==> config.mk <==
export PLATFORM = sky130hd
export DESIGN_NAME = shared_pin_io_ports
export DESIGN_NICKNAME = d
export VERILOG_FILES = /design/src/gpio_shared_pkg.sv /design/src/pin_sync.sv /design/src/shared_pin_io_ports.sv
export SDC_FILE = /design/constraint.sdc
export NUM_CORES = 1
export LEC_CHECK = 0
export ABC_CLOCK_PERIOD_IN_PS = 4800
export BUFFER_PORTS_ARGS = -buffer_cell sky130_fd_sc_hd__buf_2
export CORE_MARGIN = 2
export CORE_UTILIZATION = 53
export CTS_CLUSTER_DIAMETER = 30
export DETAILED_ROUTE_END_ITERATION = 6
export PLACE_DENSITY = 0.85
export SLEW_MARGIN = 25
export SYNTH_ARGS = -nofsm -noshare
export SYNTH_HDL_FRONTEND = slang
export SYNTH_SLANG_ARGS = --single-unit
==> constraint.sdc <==
create_clock -name pclk -period 4.8 [get_ports pclk]
set_input_delay 0.48 -clock pclk [delete_from_list [all_inputs] [get_ports pclk]]
set_output_delay 0.48 -clock pclk [all_outputs]
set_load 0.02 [all_outputs]
==> src/gpio_shared_pkg.sv <==
// Purpose: Shared constants for the shared-pin port block.
// Assumes: APB with 32-bit data, one aligned word per register.
// Notes: Register indices are word indices; the byte address is four times the index.
package gpio_shared_pkg;
  // Register word indices.
  localparam logic [9:0] IDX_PORT_D_DATA = 10'h003;
  localparam logic [9:0] IDX_PORT_D_DIR = 10'h007;
  localparam logic [9:0] IDX_PORT_E_DATA = 10'h008;
  localparam logic [9:0] IDX_PORT_F_DATA = 10'h009;
  localparam logic [9:0] IDX_PORT_E_DIR = 10'h00c;
  localparam logic [9:0] IDX_PORT_F_DIR = 10'h00d;
  // Values after reset.
  localparam logic [7:0] DIR_RESET_8 = 8'h00;
  localparam logic [6:0] DIR_RESET_7 = 7'h00;
  localparam logic [7:0] OE_N_RESET_8 = 8'hff;
  localparam logic [6:0] OE_N_RESET_7 = 7'h7f;
  // Prescaler code that selects the external timer clock pin.
  localparam logic [2:0] EXT_CLOCK_CODE = 3'h7;
  // Bit positions of shared pins.
  localparam int PD_TIMER_B_CLK = 4;
  localparam int PD_TIMER_A_CLK = 6;
  localparam int PE_SPI_CLK = 7;
  localparam int PE_SPI_MOSI = 6;
  localparam int PE_SPI_MISO = 5;
  localparam int PE_SPI_SEL = 4;
  localparam int PE_SERIAL_RX = 1;
  localparam int PE_SERIAL_TX = 0;
  // First converter channel number that lands on port D bit 0.
  localparam logic [4:0] ADC_PORT_D_BASE = 5'h08;
endpackage

==> src/pin_sync.sv <==
// Purpose: Two-flop synchroniser for a group of pin levels.
// Assumes: Inputs are asynchronous to pclk.
// Notes: The first stage is read only by the second stage.
module pin_sync #(
  parameter int WIDTH = 8
) (
  input wire logic pclk,
  input wire logic presetn,
  input wire logic [WIDTH-1:0] async_in,
  output logic [WIDTH-1:0] sync_out
);
  logic [WIDTH-1:0] meta_q;
  logic [WIDTH-1:0] sync_q;

  // Both stages clear on reset so reads start from a defined level.
  always_ff @(posedge pclk or negedge presetn)
  begin
    if (!presetn)
    begin
      meta_q <= '0;
      sync_q <= '0;
    end
    else
    begin
      meta_q <= async_in;
      sync_q <= meta_q;
    end
  end

  assign sync_out = sync_q;
endmodule // pin_sync

==> src/shared_pin_io_ports.sv <==
// Purpose: Ports D, E and F with data latches, direction bits and peripheral pin sharing.
// Assumes: Peripheral controls come from logic on pclk; pins are asynchronous.
// Notes: Pin outputs and enables are registered, so a change reaches the pins one cycle late.
//   Owned pins ignore direction for drive, but direction still steers the read mux.
// Functional notes
// - Timer-owned port D pin ignores direction for drive; direction picks latch or zero.
// - External prescaler choice hands timer clock pins to timers; otherwise ordinary I/O.
// - Port D direction one enables the output buffer, zero makes an input.
// - Reset clears all port D direction bits.
// - Port D read gives latch for outputs, pin level for inputs.
// - Data writes always update the latch; inputs still read the pin.
// - Port E bit 7 is SPI clock, out as master, in as slave, when enabled.
// - Port E bits 6 and 5 are SPI data pins while SPI is enabled.
// - Port E bit 4 is ordinary I/O unless SPI is enabled as slave or with fault detection on.
// - Peripheral-owned port E pins ignore direction for drive; direction still picks read.
// - Port E bits 3 and 2 follow timer channel edge/level select.
// - Port E bits 1 and 0 are serial receive and transmit while serial enabled.
// - Reset clears all port E direction bits.
// - Port E read gives latch for outputs, pin level for inputs.
// - Port F has seven bits with latch and direction; reset keeps its latches.
// - Port F bits 3 to 0 follow timer channel edge/level select.
// - Port D converter channel reads zero as input, latch otherwise.
//
// The APB interface to the registers was left to the implementer.
module shared_pin_io_ports
  import gpio_shared_pkg::*;
(
  input wire logic pclk,
  input wire logic presetn,
  input wire logic psel,
  input wire logic penable,
  input wire logic pwrite,
  input wire logic [11:0] paddr,
  input wire logic [31:0] pwdata,
  input wire logic [3:0] pstrb,
  output logic [31:0] prdata,
  output logic pready,
  output logic pslverr,
  input wire logic [7:0] port_d_in,
  output logic [7:0] port_d_out,
  output logic [7:0] port_d_oe_n,
  input wire logic [7:0] port_e_in,
  output logic [7:0] port_e_out,
  output logic [7:0] port_e_oe_n,
  input wire logic [6:0] port_f_in,
  output logic [6:0] port_f_out,
  output logic [6:0] port_f_oe_n,
  input wire logic [2:0] timer_a_prescaler_select,
  input wire logic [2:0] timer_b_prescaler_select,
  input wire logic adc_enable,
  input wire logic [4:0] adc_channel_select,
  input wire logic spi_module_enable,
  input wire logic spi_master_select,
  input wire logic mode_fault_enable,
  input wire logic spi_clock_out,
  input wire logic spi_mosi_out,
  input wire logic spi_miso_out,
  input wire logic serial_interface_enable,
  input wire logic serial_tx_out,
  input wire logic [11:0] timer_a_edge_level_select,
  input wire logic [5:0] timer_a_channel_compare,
  input wire logic [5:0] timer_a_channel_out,
  output logic [7:0] port_d_pin_level,
  output logic [7:0] port_e_pin_level,
  output logic [6:0] port_f_pin_level
);
  // Pin levels after the two-flop crossing, and the copies handed to peripherals.
  logic [7:0] pd_sync;
  logic [7:0] pe_sync;
  logic [6:0] pf_sync;
  logic [7:0] pd_lvl_q;
  logic [7:0] pe_lvl_q;
  logic [6:0] pf_lvl_q;

  // Data latches, direction bits and registered bus answers.
  logic [7:0] pd_data_q, pd_data_d;
  logic [7:0] pe_data_q, pe_data_d;
  logic [6:0] pf_data_q, pf_data_d;
  logic [7:0] pd_dir_q, pd_dir_d;
  logic [7:0] pe_dir_q, pe_dir_d;
  logic [6:0] pf_dir_q, pf_dir_d;
  logic [31:0] prdata_q, prdata_d;
  logic pready_q, pready_d;
  logic pslverr_q, pslverr_d;

  // Registered pin drive, so the pins never see the decode settling.
  logic [7:0] pd_out_q, pd_out_d, pd_oe_n_q, pd_oe_n_d;
  logic [7:0] pe_out_q, pe_out_d, pe_oe_n_q, pe_oe_n_d;
  logic [6:0] pf_out_q, pf_out_d, pf_oe_n_q, pf_oe_n_d;

  // Per-pin ownership masks and the read views built from them.
  logic [7:0] pd_timer_own;
  logic [7:0] pd_adc_own;
  logic [7:0] pd_read;
  logic [7:0] pe_read;
  logic [6:0] pf_read;
  logic [5:0] chan_own;

  // Bus decode for the transfer now on the bus.
  logic [9:0] idx;
  logic setup_phase;
  logic write_now;
  logic addr_ok;

  // Decodes a word index into a mapped flag.
  function automatic logic is_mapped(input logic [9:0] i);
    is_mapped = (i == IDX_PORT_D_DATA) || (i == IDX_PORT_D_DIR) ||
                (i == IDX_PORT_E_DATA) || (i == IDX_PORT_E_DIR) ||
                (i == IDX_PORT_F_DATA) || (i == IDX_PORT_F_DIR);
  endfunction

  // Read mux shared by every port: latch for outputs, pin otherwise.
  // Port F passes through it zero-extended to eight bits.
  function automatic logic [7:0] port_view(input logic [7:0] dir, input logic [7:0] latch,
                                           input logic [7:0] pin);
    port_view = (dir & latch) | (~dir & pin);
  endfunction

  // Pins cross into pclk through two flops before any logic reads them.
  // Reset clears the synchronisers, so reads right after reset show low pins.
  pin_sync #(.WIDTH(8)) u_sync_d (.pclk(pclk), .presetn(presetn), .async_in(port_d_in),
                                  .sync_out(pd_sync));
  pin_sync #(.WIDTH(8)) u_sync_e (.pclk(pclk), .presetn(presetn), .async_in(port_e_in),
                                  .sync_out(pe_sync));
  pin_sync #(.WIDTH(7)) u_sync_f (.pclk(pclk), .presetn(presetn), .async_in(port_f_in),
                                  .sync_out(pf_sync));

  // Timer channels claim a pin whenever either edge/level select bit is set.
  // Channels zero and one land on port E, channels two to five on port F.
  genvar g;
  generate
    for (g = 0; g < 6; g++)
    begin : g_chan_own
      assign chan_own[g] = |timer_a_edge_level_select[2*g+1:2*g];
    end
    // Converter channels eight to fourteen sit on port D bits zero to six.
    for (g = 0; g < 8; g++)
    begin : g_adc
      if (g < 7)
      begin : g_on_port
        assign pd_adc_own[g] = adc_enable && (adc_channel_select == ADC_PORT_D_BASE + 5'(g));
      end
      else
      begin : g_none
        assign pd_adc_own[g] = 1'b0;
      end
    end
  endgenerate

  // Timer clock pins leave the port only on the external prescaler code.
  // Every other code leaves the pin as ordinary I/O under its direction bit.
  always_comb
  begin
    pd_timer_own = 8'h00;
    pd_timer_own[PD_TIMER_A_CLK] = (timer_a_prescaler_select == EXT_CLOCK_CODE);
    pd_timer_own[PD_TIMER_B_CLK] = (timer_b_prescaler_select == EXT_CLOCK_CODE);
  end

  // Read views; owned port D pins read zero rather than the pin when input.
  always_comb
  begin
    pd_read = port_view(pd_dir_q, pd_data_q, pd_sync);
    pd_read = pd_read & ~(~pd_dir_q & (pd_timer_own | pd_adc_own));
    pe_read = port_view(pe_dir_q, pe_data_q, pe_sync);
    pf_read = 7'(port_view({1'b0, pf_dir_q}, {1'b0, pf_data_q}, {1'b0, pf_sync}));
  end

  assign idx = paddr[11:2];
  assign addr_ok = is_mapped(idx) && (paddr[1:0] == 2'b00);
  assign setup_phase = psel && !penable;
  assign write_now = psel && penable && pready_q && pwrite && addr_ok && pstrb[0];

  // Register writes; data latches take every write whatever the direction bits.
  // A write with the low byte strobe clear is dropped, as is any refused access.
  always_comb
  begin
    pd_data_d = pd_data_q;
    pe_data_d = pe_data_q;
    pf_data_d = pf_data_q;
    pd_dir_d = pd_dir_q;
    pe_dir_d = pe_dir_q;
    pf_dir_d = pf_dir_q;
    if (write_now)
    begin
      unique case (idx)
        IDX_PORT_D_DATA: pd_data_d = pwdata[7:0];
        IDX_PORT_E_DATA: pe_data_d = pwdata[7:0];
        IDX_PORT_F_DATA: pf_data_d = pwdata[6:0];
        IDX_PORT_D_DIR: pd_dir_d = pwdata[7:0];
        IDX_PORT_E_DIR: pe_dir_d = pwdata[7:0];
        IDX_PORT_F_DIR: pf_dir_d = pwdata[6:0];
        default: pd_data_d = pd_data_q;
      endcase
    end
  end

  // Zero-wait slave: read data are captured in setup and ready rises in the access cycle.
  // A pin change during the access cycle is therefore seen only by the next read.
  always_comb
  begin
    pready_d = setup_phase;
    pslverr_d = setup_phase && !addr_ok;
    prdata_d = prdata_q;
    if (setup_phase)
    begin
      prdata_d = 32'h0000_0000;
      if (!pwrite && addr_ok)
      begin
        unique case (idx)
          IDX_PORT_D_DATA: prdata_d[7:0] = pd_read;
          IDX_PORT_E_DATA: prdata_d[7:0] = pe_read;
          IDX_PORT_F_DATA: prdata_d[6:0] = pf_read;
          IDX_PORT_D_DIR: prdata_d[7:0] = pd_dir_q;
          IDX_PORT_E_DIR: prdata_d[7:0] = pe_dir_q;
          IDX_PORT_F_DIR: prdata_d[6:0] = pf_dir_q;
          default: prdata_d = 32'h0000_0000;
        endcase
      end
    end
  end

  // Port D drive: owned pins are released, the rest follow latch and direction.
  // Timer clock and converter pins are inputs only, so ownership simply releases them.
  always_comb
  begin
    pd_out_d = pd_data_q;
    pd_oe_n_d = ~pd_dir_q | pd_timer_own | pd_adc_own;
  end

  // Port E drive: the SPI, timer and serial modules override direction bits.
  // The owners never share a bit, so the order of the branches below does not matter.
  always_comb
  begin
    pe_out_d = pe_data_q;
    pe_oe_n_d = ~pe_dir_q;
    if (spi_module_enable)
    begin
      // Clock and MOSI are driven by a master and listened to by a slave.
      pe_out_d[PE_SPI_CLK] = spi_clock_out;
      pe_oe_n_d[PE_SPI_CLK] = !spi_master_select;
      pe_out_d[PE_SPI_MOSI] = spi_mosi_out;
      pe_oe_n_d[PE_SPI_MOSI] = !spi_master_select;
      pe_out_d[PE_SPI_MISO] = spi_miso_out;
      pe_oe_n_d[PE_SPI_MISO] = spi_master_select;
      // Slave select stays ordinary I/O for a master without fault detection.
      if (!spi_master_select || mode_fault_enable)
      begin
        pe_oe_n_d[PE_SPI_SEL] = 1'b1;
      end
    end
    for (int i = 0; i < 2; i++)
    begin
      if (chan_own[i])
      begin
        pe_out_d[2+i] = timer_a_channel_out[i];
        pe_oe_n_d[2+i] = !timer_a_channel_compare[i];
      end
    end
    if (serial_interface_enable)
    begin
      pe_oe_n_d[PE_SERIAL_RX] = 1'b1;
      pe_out_d[PE_SERIAL_TX] = serial_tx_out;
      pe_oe_n_d[PE_SERIAL_TX] = 1'b0;
    end
  end

  // Port F drive: timer channels two to five claim bits zero to three.
  // Bits six to four have no sharing here and follow latch and direction only.
  always_comb
  begin
    pf_out_d = pf_data_q;
    pf_oe_n_d = ~pf_dir_q;
    for (int i = 0; i < 4; i++)
    begin
      if (chan_own[2+i])
      begin
        pf_out_d[i] = timer_a_channel_out[2+i];
        pf_oe_n_d[i] = !timer_a_channel_compare[2+i];
      end
    end
  end

  // Data latches have no reset, so a latch keeps its value across reset.
  // This trades a known start value for keeping software's pattern through a reset.
  always_ff @(posedge pclk)
  begin
    pd_data_q <= pd_data_d;
    pe_data_q <= pe_data_d;
    pf_data_q <= pf_data_d;
  end

  // Control, bus and pin-drive state; reset releases every pin.
  // Pin levels pass one more flop so peripherals see a copy that changes on pclk only.
  always_ff @(posedge pclk or negedge presetn)
  begin
    if (!presetn)
    begin
      pd_dir_q <= DIR_RESET_8;
      pe_dir_q <= DIR_RESET_8;
      pf_dir_q <= DIR_RESET_7;
      prdata_q <= 32'h0000_0000;
      pready_q <= 1'b0;
      pslverr_q <= 1'b0;
      pd_out_q <= 8'h00;
      pe_out_q <= 8'h00;
      pf_out_q <= 7'h00;
      pd_oe_n_q <= OE_N_RESET_8;
      pe_oe_n_q <= OE_N_RESET_8;
      pf_oe_n_q <= OE_N_RESET_7;
      pd_lvl_q <= 8'h00;
      pe_lvl_q <= 8'h00;
      pf_lvl_q <= 7'h00;
    end
    else
    begin
      pd_dir_q <= pd_dir_d;
      pe_dir_q <= pe_dir_d;
      pf_dir_q <= pf_dir_d;
      prdata_q <= prdata_d;
      pready_q <= pready_d;
      pslverr_q <= pslverr_d;
      pd_out_q <= pd_out_d;
      pe_out_q <= pe_out_d;
      pf_out_q <= pf_out_d;
      pd_oe_n_q <= pd_oe_n_d;
      pe_oe_n_q <= pe_oe_n_d;
      pf_oe_n_q <= pf_oe_n_d;
      pd_lvl_q <= pd_sync;
      pe_lvl_q <= pe_sync;
      pf_lvl_q <= pf_sync;
    end
  end

  // Every output comes straight from a register.
  assign prdata = prdata_q;
  assign pready = pready_q;
  assign pslverr = pslverr_q;
  assign port_d_out = pd_out_q;
  assign port_d_oe_n = pd_oe_n_q;
  assign port_e_out = pe_out_q;
  assign port_e_oe_n = pe_oe_n_q;
  assign port_f_out = pf_out_q;
  assign port_f_oe_n = pf_oe_n_q;
  assign port_d_pin_level = pd_lvl_q;
  assign port_e_pin_level = pe_lvl_q;
  assign port_f_pin_level = pf_lvl_q;
endmodule // shared_pin_io_ports

==> results of run 1 <==
## where the power goes
group | internal (W) | switching [W]
Sequential | 0.00151 | 0.0000144
Clock | 0.000777 | 0.000575
Combinational | 0.0000607 | 0.000122
## Yosys cell counts (5+ instances only)
| cell | n | area, um2 |
|---|---|---|
| nand3_1 | 14 | 70.1 |
| mux2i_1 | 16 | 160 |
| nand3b_1 | 5 | 37.5 |
| mux2_2 | 35 | 394 |
| nand4b_1 | 6 | 52.6 |
| dfrtp_1 | 125 | 3130 |
| dfstp_2 | 23 | 604 |
| buf_4 | 26 | 195 |
| o21ai_0 | 13 | 65.1 |
| edfxtp_1 | 23 | 691 |
| a21oi_1 | 10 | 50.1 |
| inv_1 | 6 | 22.5 |
| nand2_1 | 16 | 60.1 |
| nor2_1 | 22 | 82.6 |
## state kept, by name (all words and copies together) (netlist names), 8 cells and up
name               flops
port_e_oe_n            8
pe_dir_q               8
u_sync_d.sync_out      8
prdata                 8
u_sync_d.meta_q        8
port_d_pin_level       8
port_e_out             8
pe_data_q              8
pd_data_q              8
pd_dir_q               8
u_sync_e.sync_out      8
port_e_pin_level       8
port_d_out             8
port_d_oe_n            8
u_sync_e.meta_q        8
## logic make-up after synthesis
| logic type | count (synthesis) | synth area share, % |
|---|---|---|
| DFF | 171 | 72.4 |
| other | 1 | 0.0614 |
| muxes | 51 | 9.07 |
| buffers and inverters | 41 | 4.20 |
| AOI/OAI and AO/OA | 47 | 5.16 |
| and+or+nand+nor | 94 | 9.13 |
## layer usage
| metal | GRT usage, % | vias up | wire, um |
|---|---|---|---|
| met5 | 0 | - | 0 |
| met4 | 9.14 | 0 | 362 |
| met3 | 8.55 | 27 | 1190 |
| met2 | 39.1 | 180 | 7320 |
| met1 | 28.5 | 1984 | 5160 |
| li1 | - | 1763 | - |
## path summary, 6_finish.rpt
| path | from | to |
|---|---|---|
| min reg2reg | u_sync_f.meta_q[0] | u_sync_f.sync_out[0] |
| max reg2reg | pready | pf_data_q[5] |
| min in group asynchronous | presetn | port_e_out[6] |
| max | paddr[2] | pf_data_q[5] |
| min | port_e_in[6] | u_sync_e.meta_q[6] |
| max in group asynchronous | presetn | port_f_oe_n[2] |
## metrics by stage
stage	hold slack (ns)	cell area, um2
3_5_place_dp	0.336	7030
5_1_grt	0.133	7620
3_3_place_gp	0.333	7030
2_1_floorplan	0.184	6200
6_report	0.154	7620
4_1_cts	0.137	7620
## critical path, stage by stage
cell     delay, ns
buf_2         0.16
and3b_1       0.59
o21ai_2       0.18
or3_1         0.42
nor3_1        0.75
buf_4         0.27
## layout make-up
class,instances,area share (%)
clock buffers,17,5.58
repair buffers,174,11.6
inverters,6,0.296
multi-input cells,216,19.9
flip-flops and latches,171,58.0
clock inverters,15,2.17
well taps,143,2.35
==> results.cfg, run 1 <==
[setup_path]
path_class = input port to flip-flop
reg2reg_depth = 4
required_ns = 4.94
start_kind = input port
ff2ff_setup_slack_ns = 2.55
worstPathMaxFanout = 14
critPathArrivalTime_ns = 2.86
endpoint_kind = flip-flop

[routing]
vias = 3954
via_per_inst = 5.33
drtIter0Drc = 191
routed_wl_um = 14000
route.detailed.drc = 0
wl_per_cell_um = 18.9
ant_nets = 0
drt_first_pass_iters = 4

[clocking]
clk_pin_slew_ns = 0.07
cts_tree = yes
clock_latency_ns = 0.43
post_cts_buffers = 0
cts_buffers = 17
cts_root_buffer = clkbuf_16
ctsHoldBuffers = 0
cts_max_level = 4
clock-sinks = 171
cts_resized = 0
clock_path_buffers = 2

[die]
io_pins = 223
die_x_um = 111
fp.coreArea_mm2 = 0.0113
start_util_pct = 54.0
die_area_mm2 = 0.0124
fp-row-count = 39
fp.dieH_um = 111

[timing]
fin_crit_sh_pct = 56.7
finalSetupTns_ns = 0
rsz0062_at_grt = false
finalWorstSetupSlack_ns = 2.08
finalHoldViolations = 0
setup_viol = 0
clock_skew_ns = 0.0103
period_minus_slack_ns = 2.72
fmax_ghz = 0.368
slew-limit-headroom_pct = 28.9
drv_slew = 0
tightest_slew_ns = 1.06

[finish]
layout_commonest_cell = buf_2
antenna_cells = 0
syn_to_final_growth_pct = 24.7
layout_common_cells = buf_2, dfrtp_1, mux2_2
final_core_util_pct = 67.3
fillers = 823
nNetsFinal = 706
post_layout_nonfiller_instances = 742
final-seq-area_mm2 = 0.00442
drive_above_1_share_pct = 45.6
multi_input_area_mm2 = 0.00152

[grt]
grt_antenna_before_repair = 0
grt-ovfl-total = 0
grt_max_degree = 113
grt_pass1_wl_um = 21700
grt_usage_pct = 23.6
grt_pass1_vias = 4185

[placement]
hpwl_um = 9740
gp_routability_congestion = 0.835
place_ws_ns = 1.68
port_buffers = 171
dp.cells = 710

[yosys]
synth_flop_cell = dfrtp_1
synthesis.area_mm2 = 0.00611
ys_async_sr_fraction_pct = 86.5
syn_avg_cell_area_um2 = 15.1
ys_seq_elements = 171
synth_warnings = 0
yosysSeqAreaShare_pct = 72.4
syn-instance-count = 405
synth_edf_count = 23
synthDistinctLibCells = 50

[power_and_ir_drop]
power_density_mw_per_mm2 = 402
p_leak_nw = 3.53
power_w = 0.00306
ir_worst_vdd_v = 0.000325

[status]
outcome = completed

[min_path]
hold_class = input port to flip-flop
whs_path_depth = 1

[job]
drv_cap = 0
Note: power is estimated with default switching activity, not from simulation.
==> run 2: changes to the inputs <==
--- a/config.mk
+++ b/config.mk
@@ -5,13 +5,14 @@
 export SDC_FILE = /design/constraint.sdc
 export NUM_CORES = 1
 export LEC_CHECK = 0
-export ABC_CLOCK_PERIOD_IN_PS = 4800
+export ABC_AREA = 1
+export ABC_CLOCK_PERIOD_IN_PS = 2500
 export BUFFER_PORTS_ARGS = -buffer_cell sky130_fd_sc_hd__buf_2
 export CORE_MARGIN = 2
-export CORE_UTILIZATION = 53
+export CORE_UTILIZATION = 45
 export CTS_CLUSTER_DIAMETER = 30
 export DETAILED_ROUTE_END_ITERATION = 6
-export PLACE_DENSITY = 0.85
+export PLACE_DENSITY = 0.76
 export SLEW_MARGIN = 25
 export SYNTH_ARGS = -nofsm -noshare
 export SYNTH_HDL_FRONTEND = slang
==> constraint.sdc (replaced) <==
create_clock -name pclk -period 2.5 [get_ports pclk]
set_input_delay 0.25 -clock pclk [delete_from_list [all_inputs] [get_ports pclk]]
set_output_delay 0.25 -clock pclk [all_outputs]
set_load 0.02 [all_outputs]
==> run 2 against run 1 <==
Compared with the run above:
- sequential share of layout area shrank 5.6 points
- global-route usage down 2.3 points
- clock power is 98% higher
==> results.cfg, run 2 <==
[routing]
drtIter0Drc = 288
route.detailed.drc = 0
wl_per_cell_um = 14.9
ant_nets = 0
drt_first_pass_iters = 4
routed_wl_um = 15200
via_per_inst = 4.68
vias = 4797

[power_and_ir_drop]
power_density_mw_per_mm2 = 713
ir_worst_vdd_v = 0.000460
switching_power_w = 0.00135
p_comb_share_pct = 6.8
power.clock.fraction_pct = 44.4
seq_power_share_pct = 48.8
internal-power_w = 0.00466
p_leak_nw = 4.22
swShare_pct = 22.5

[yosys]
yosys-top-cells-count = nand2_1, dfrtp_1, nor2_1
yosysTopAreaCellShare_pct = 48.5
synthesis.area_mm2 = 0.00645
yosysMostFrequentCell = nand2_1
synth_edf_count = 23
ys_seq_elements = 171
yosys.area.top_type = dfrtp_1
synth.area.top_cells = dfrtp_1, nand2_1, edfxtp_1
synth_flop_cell = dfrtp_1
synth_warnings = 0
syn-instance-count = 605
ys_async_sr_fraction_pct = 86.5
synthDistinctLibCells = 27
yosysSeqAreaShare_pct = 68.5
syn_avg_cell_area_um2 = 10.7

[die]
fp.dieH_um = 124
fp-row-count = 43
fp.coreArea_mm2 = 0.0139
start_util_pct = 46.3
die_area_mm2 = 0.0153
io_pins = 223
die_x_um = 124

[clocking]
clock_path_buffers = 2
cts_resized = 0
ctsHoldBuffers = 31
cts_root_buffer = clkbuf_16
clock_latency_ns = 0.42
post_cts_buffers = 0
cts_max_level = 4
cts_buffers = 17
clock-sinks = 171
cts_tree = yes
clk_pin_slew_ns = 0.06

[finish]
layout_commonest_cell = nand2_1
fillers = 1142
multi_input_area_mm2 = 0.00175
nNetsFinal = 951
drive_above_1_share_pct = 30.8
final-seq-area_mm2 = 0.00442
layout_common_cells = nand2_1, buf_2, dfrtp_1
post_layout_nonfiller_instances = 1024
antenna_cells = 0
syn_to_final_growth_pct = 30.7

[timing]
finalHoldViolations = 0
whs_ns = 0.0255
clock_skew_ns = 0.00599
fin_crit_sh_pct = 65.6
drv_slew = 0
tightest_slew_ns = 0.596
finalWorstSetupSlack_ns = 0.860
setup_viol = 0
rsz0062_at_grt = false
fmax_ghz = 0.610
slew-limit-headroom_pct = 60.2
period_minus_slack_ns = 1.64
finalSetupTns_ns = 0

[setup_path]
start_kind = input port
endpoint_kind = flip-flop
crit_buf_inv = 3
worstPathMaxFanout = 16
required_ns = 2.63
cp_top_family = simple AND/OR/NAND/NOR gates
max_stage_delay_ns = 0.25
path_common_cell = nor2_1
path_class = input port to flip-flop
crit_path_cell_trace = buf_2 -> nor2_1 -> nand2_2 -> inv_2 -> nand3_1 -> nand3_2 -> nand3_4 -> nor2_1 -> buf_4
critPathArrivalTime_ns = 1.77
slowest_stage = inv_2

[placement]
dp.cells = 961
hpwl_um = 10900
place_ws_ns = 0.401
port_buffers = 171
gp_routability_congestion = 0.845

[min_path]
hold_class = input port to flip-flop

[grt]
grt_max_degree = 67
grt_pass1_wl_um = 24000
grt_pass1_vias = 4827
grt_usage_pct = 21.2
grt-ovfl-total = 0
grt_antenna_before_repair = 0

[job]
drv_cap = 0

[status]
outcome = completed
[run 2: layer usage]
metal | vias up | track usage, % | wire (um)
met2 | 153 | 35.2 | 7650
met1 | 2288 | 26.7 | 6240
met5 | - | 0 | 0
li1 | 2335 | - | -
met3 | 21 | 6.32 | 1060
met4 | 0 | 7.17 | 286
[run 2: final timing paths]
check | from | to | slack [ns] | cells past startpoint
min | spi_mosi_out | port_e_out[6] | 0.03 | 3
max reg2reg | pready | pe_data_q[0] | 0.92 | 5
min reg2reg | u_sync_d.meta_q[2] | u_sync_d.sync_out[2] | 0.35 | 0
max | paddr[7] | pe_data_q[0] | 0.86 | 9
max in group asynchronous | presetn | port_d_oe_n[0] | 1.38 | 3
min in group asynchronous | presetn | port_f_out[1] | 0.38 | 2
[run 2: kinds of logic (layout without fill, tap and decap cells)]
logic type,after synthesis,after routing,share of synthesized area (%)
flops,171,171,68.5
simple gates,329,329,22.1
other cells,1,24,0.0581
mux,14,14,2.31
buf+inv,72,288,5.64
compound gates,18,18,1.40
[run 2: metrics by stage]
step	utilization (%)	total power, W	cell area, um2
2_1_floorplan	-	0.00317	6540
3_3_place_gp	53.9	0.00335	7510
3_5_place_dp	53.9	0.00336	7510
4_1_cts	60.5	0.00607	8430
5_1_grt	60.5	0.00626	8430
6_report	60.5	0.00601	8430
[run 2: power groups by stage]
stage	Combinational [W]	Clock, W	Sequential, W
finish	0.000410	0.00267	0.00293
global route	0.000457	0.00286	0.00294
CTS	0.000414	0.00273	0.00293
detailed placement	0.000375	0	0.00298
global placement	0.000370	0	0.00298
floorplan	0.000138	0	0.00303
[run 2: final cells by class]
class                   instances  share of cell area (%)
flip-flops and latches        171                    52.5
multi-input cells             385                    20.8
repair buffers                211                    14.9
clock buffers                  19                    5.25
well taps                     180                    2.67
inverters                      45                    2.00
clock inverters                13                    1.97
[run 2: tightest hold or removal path, cell delays in order]
cell and delay (ns):
buf_2 0.07, nand2_1 0.04, nand2_1 0.05
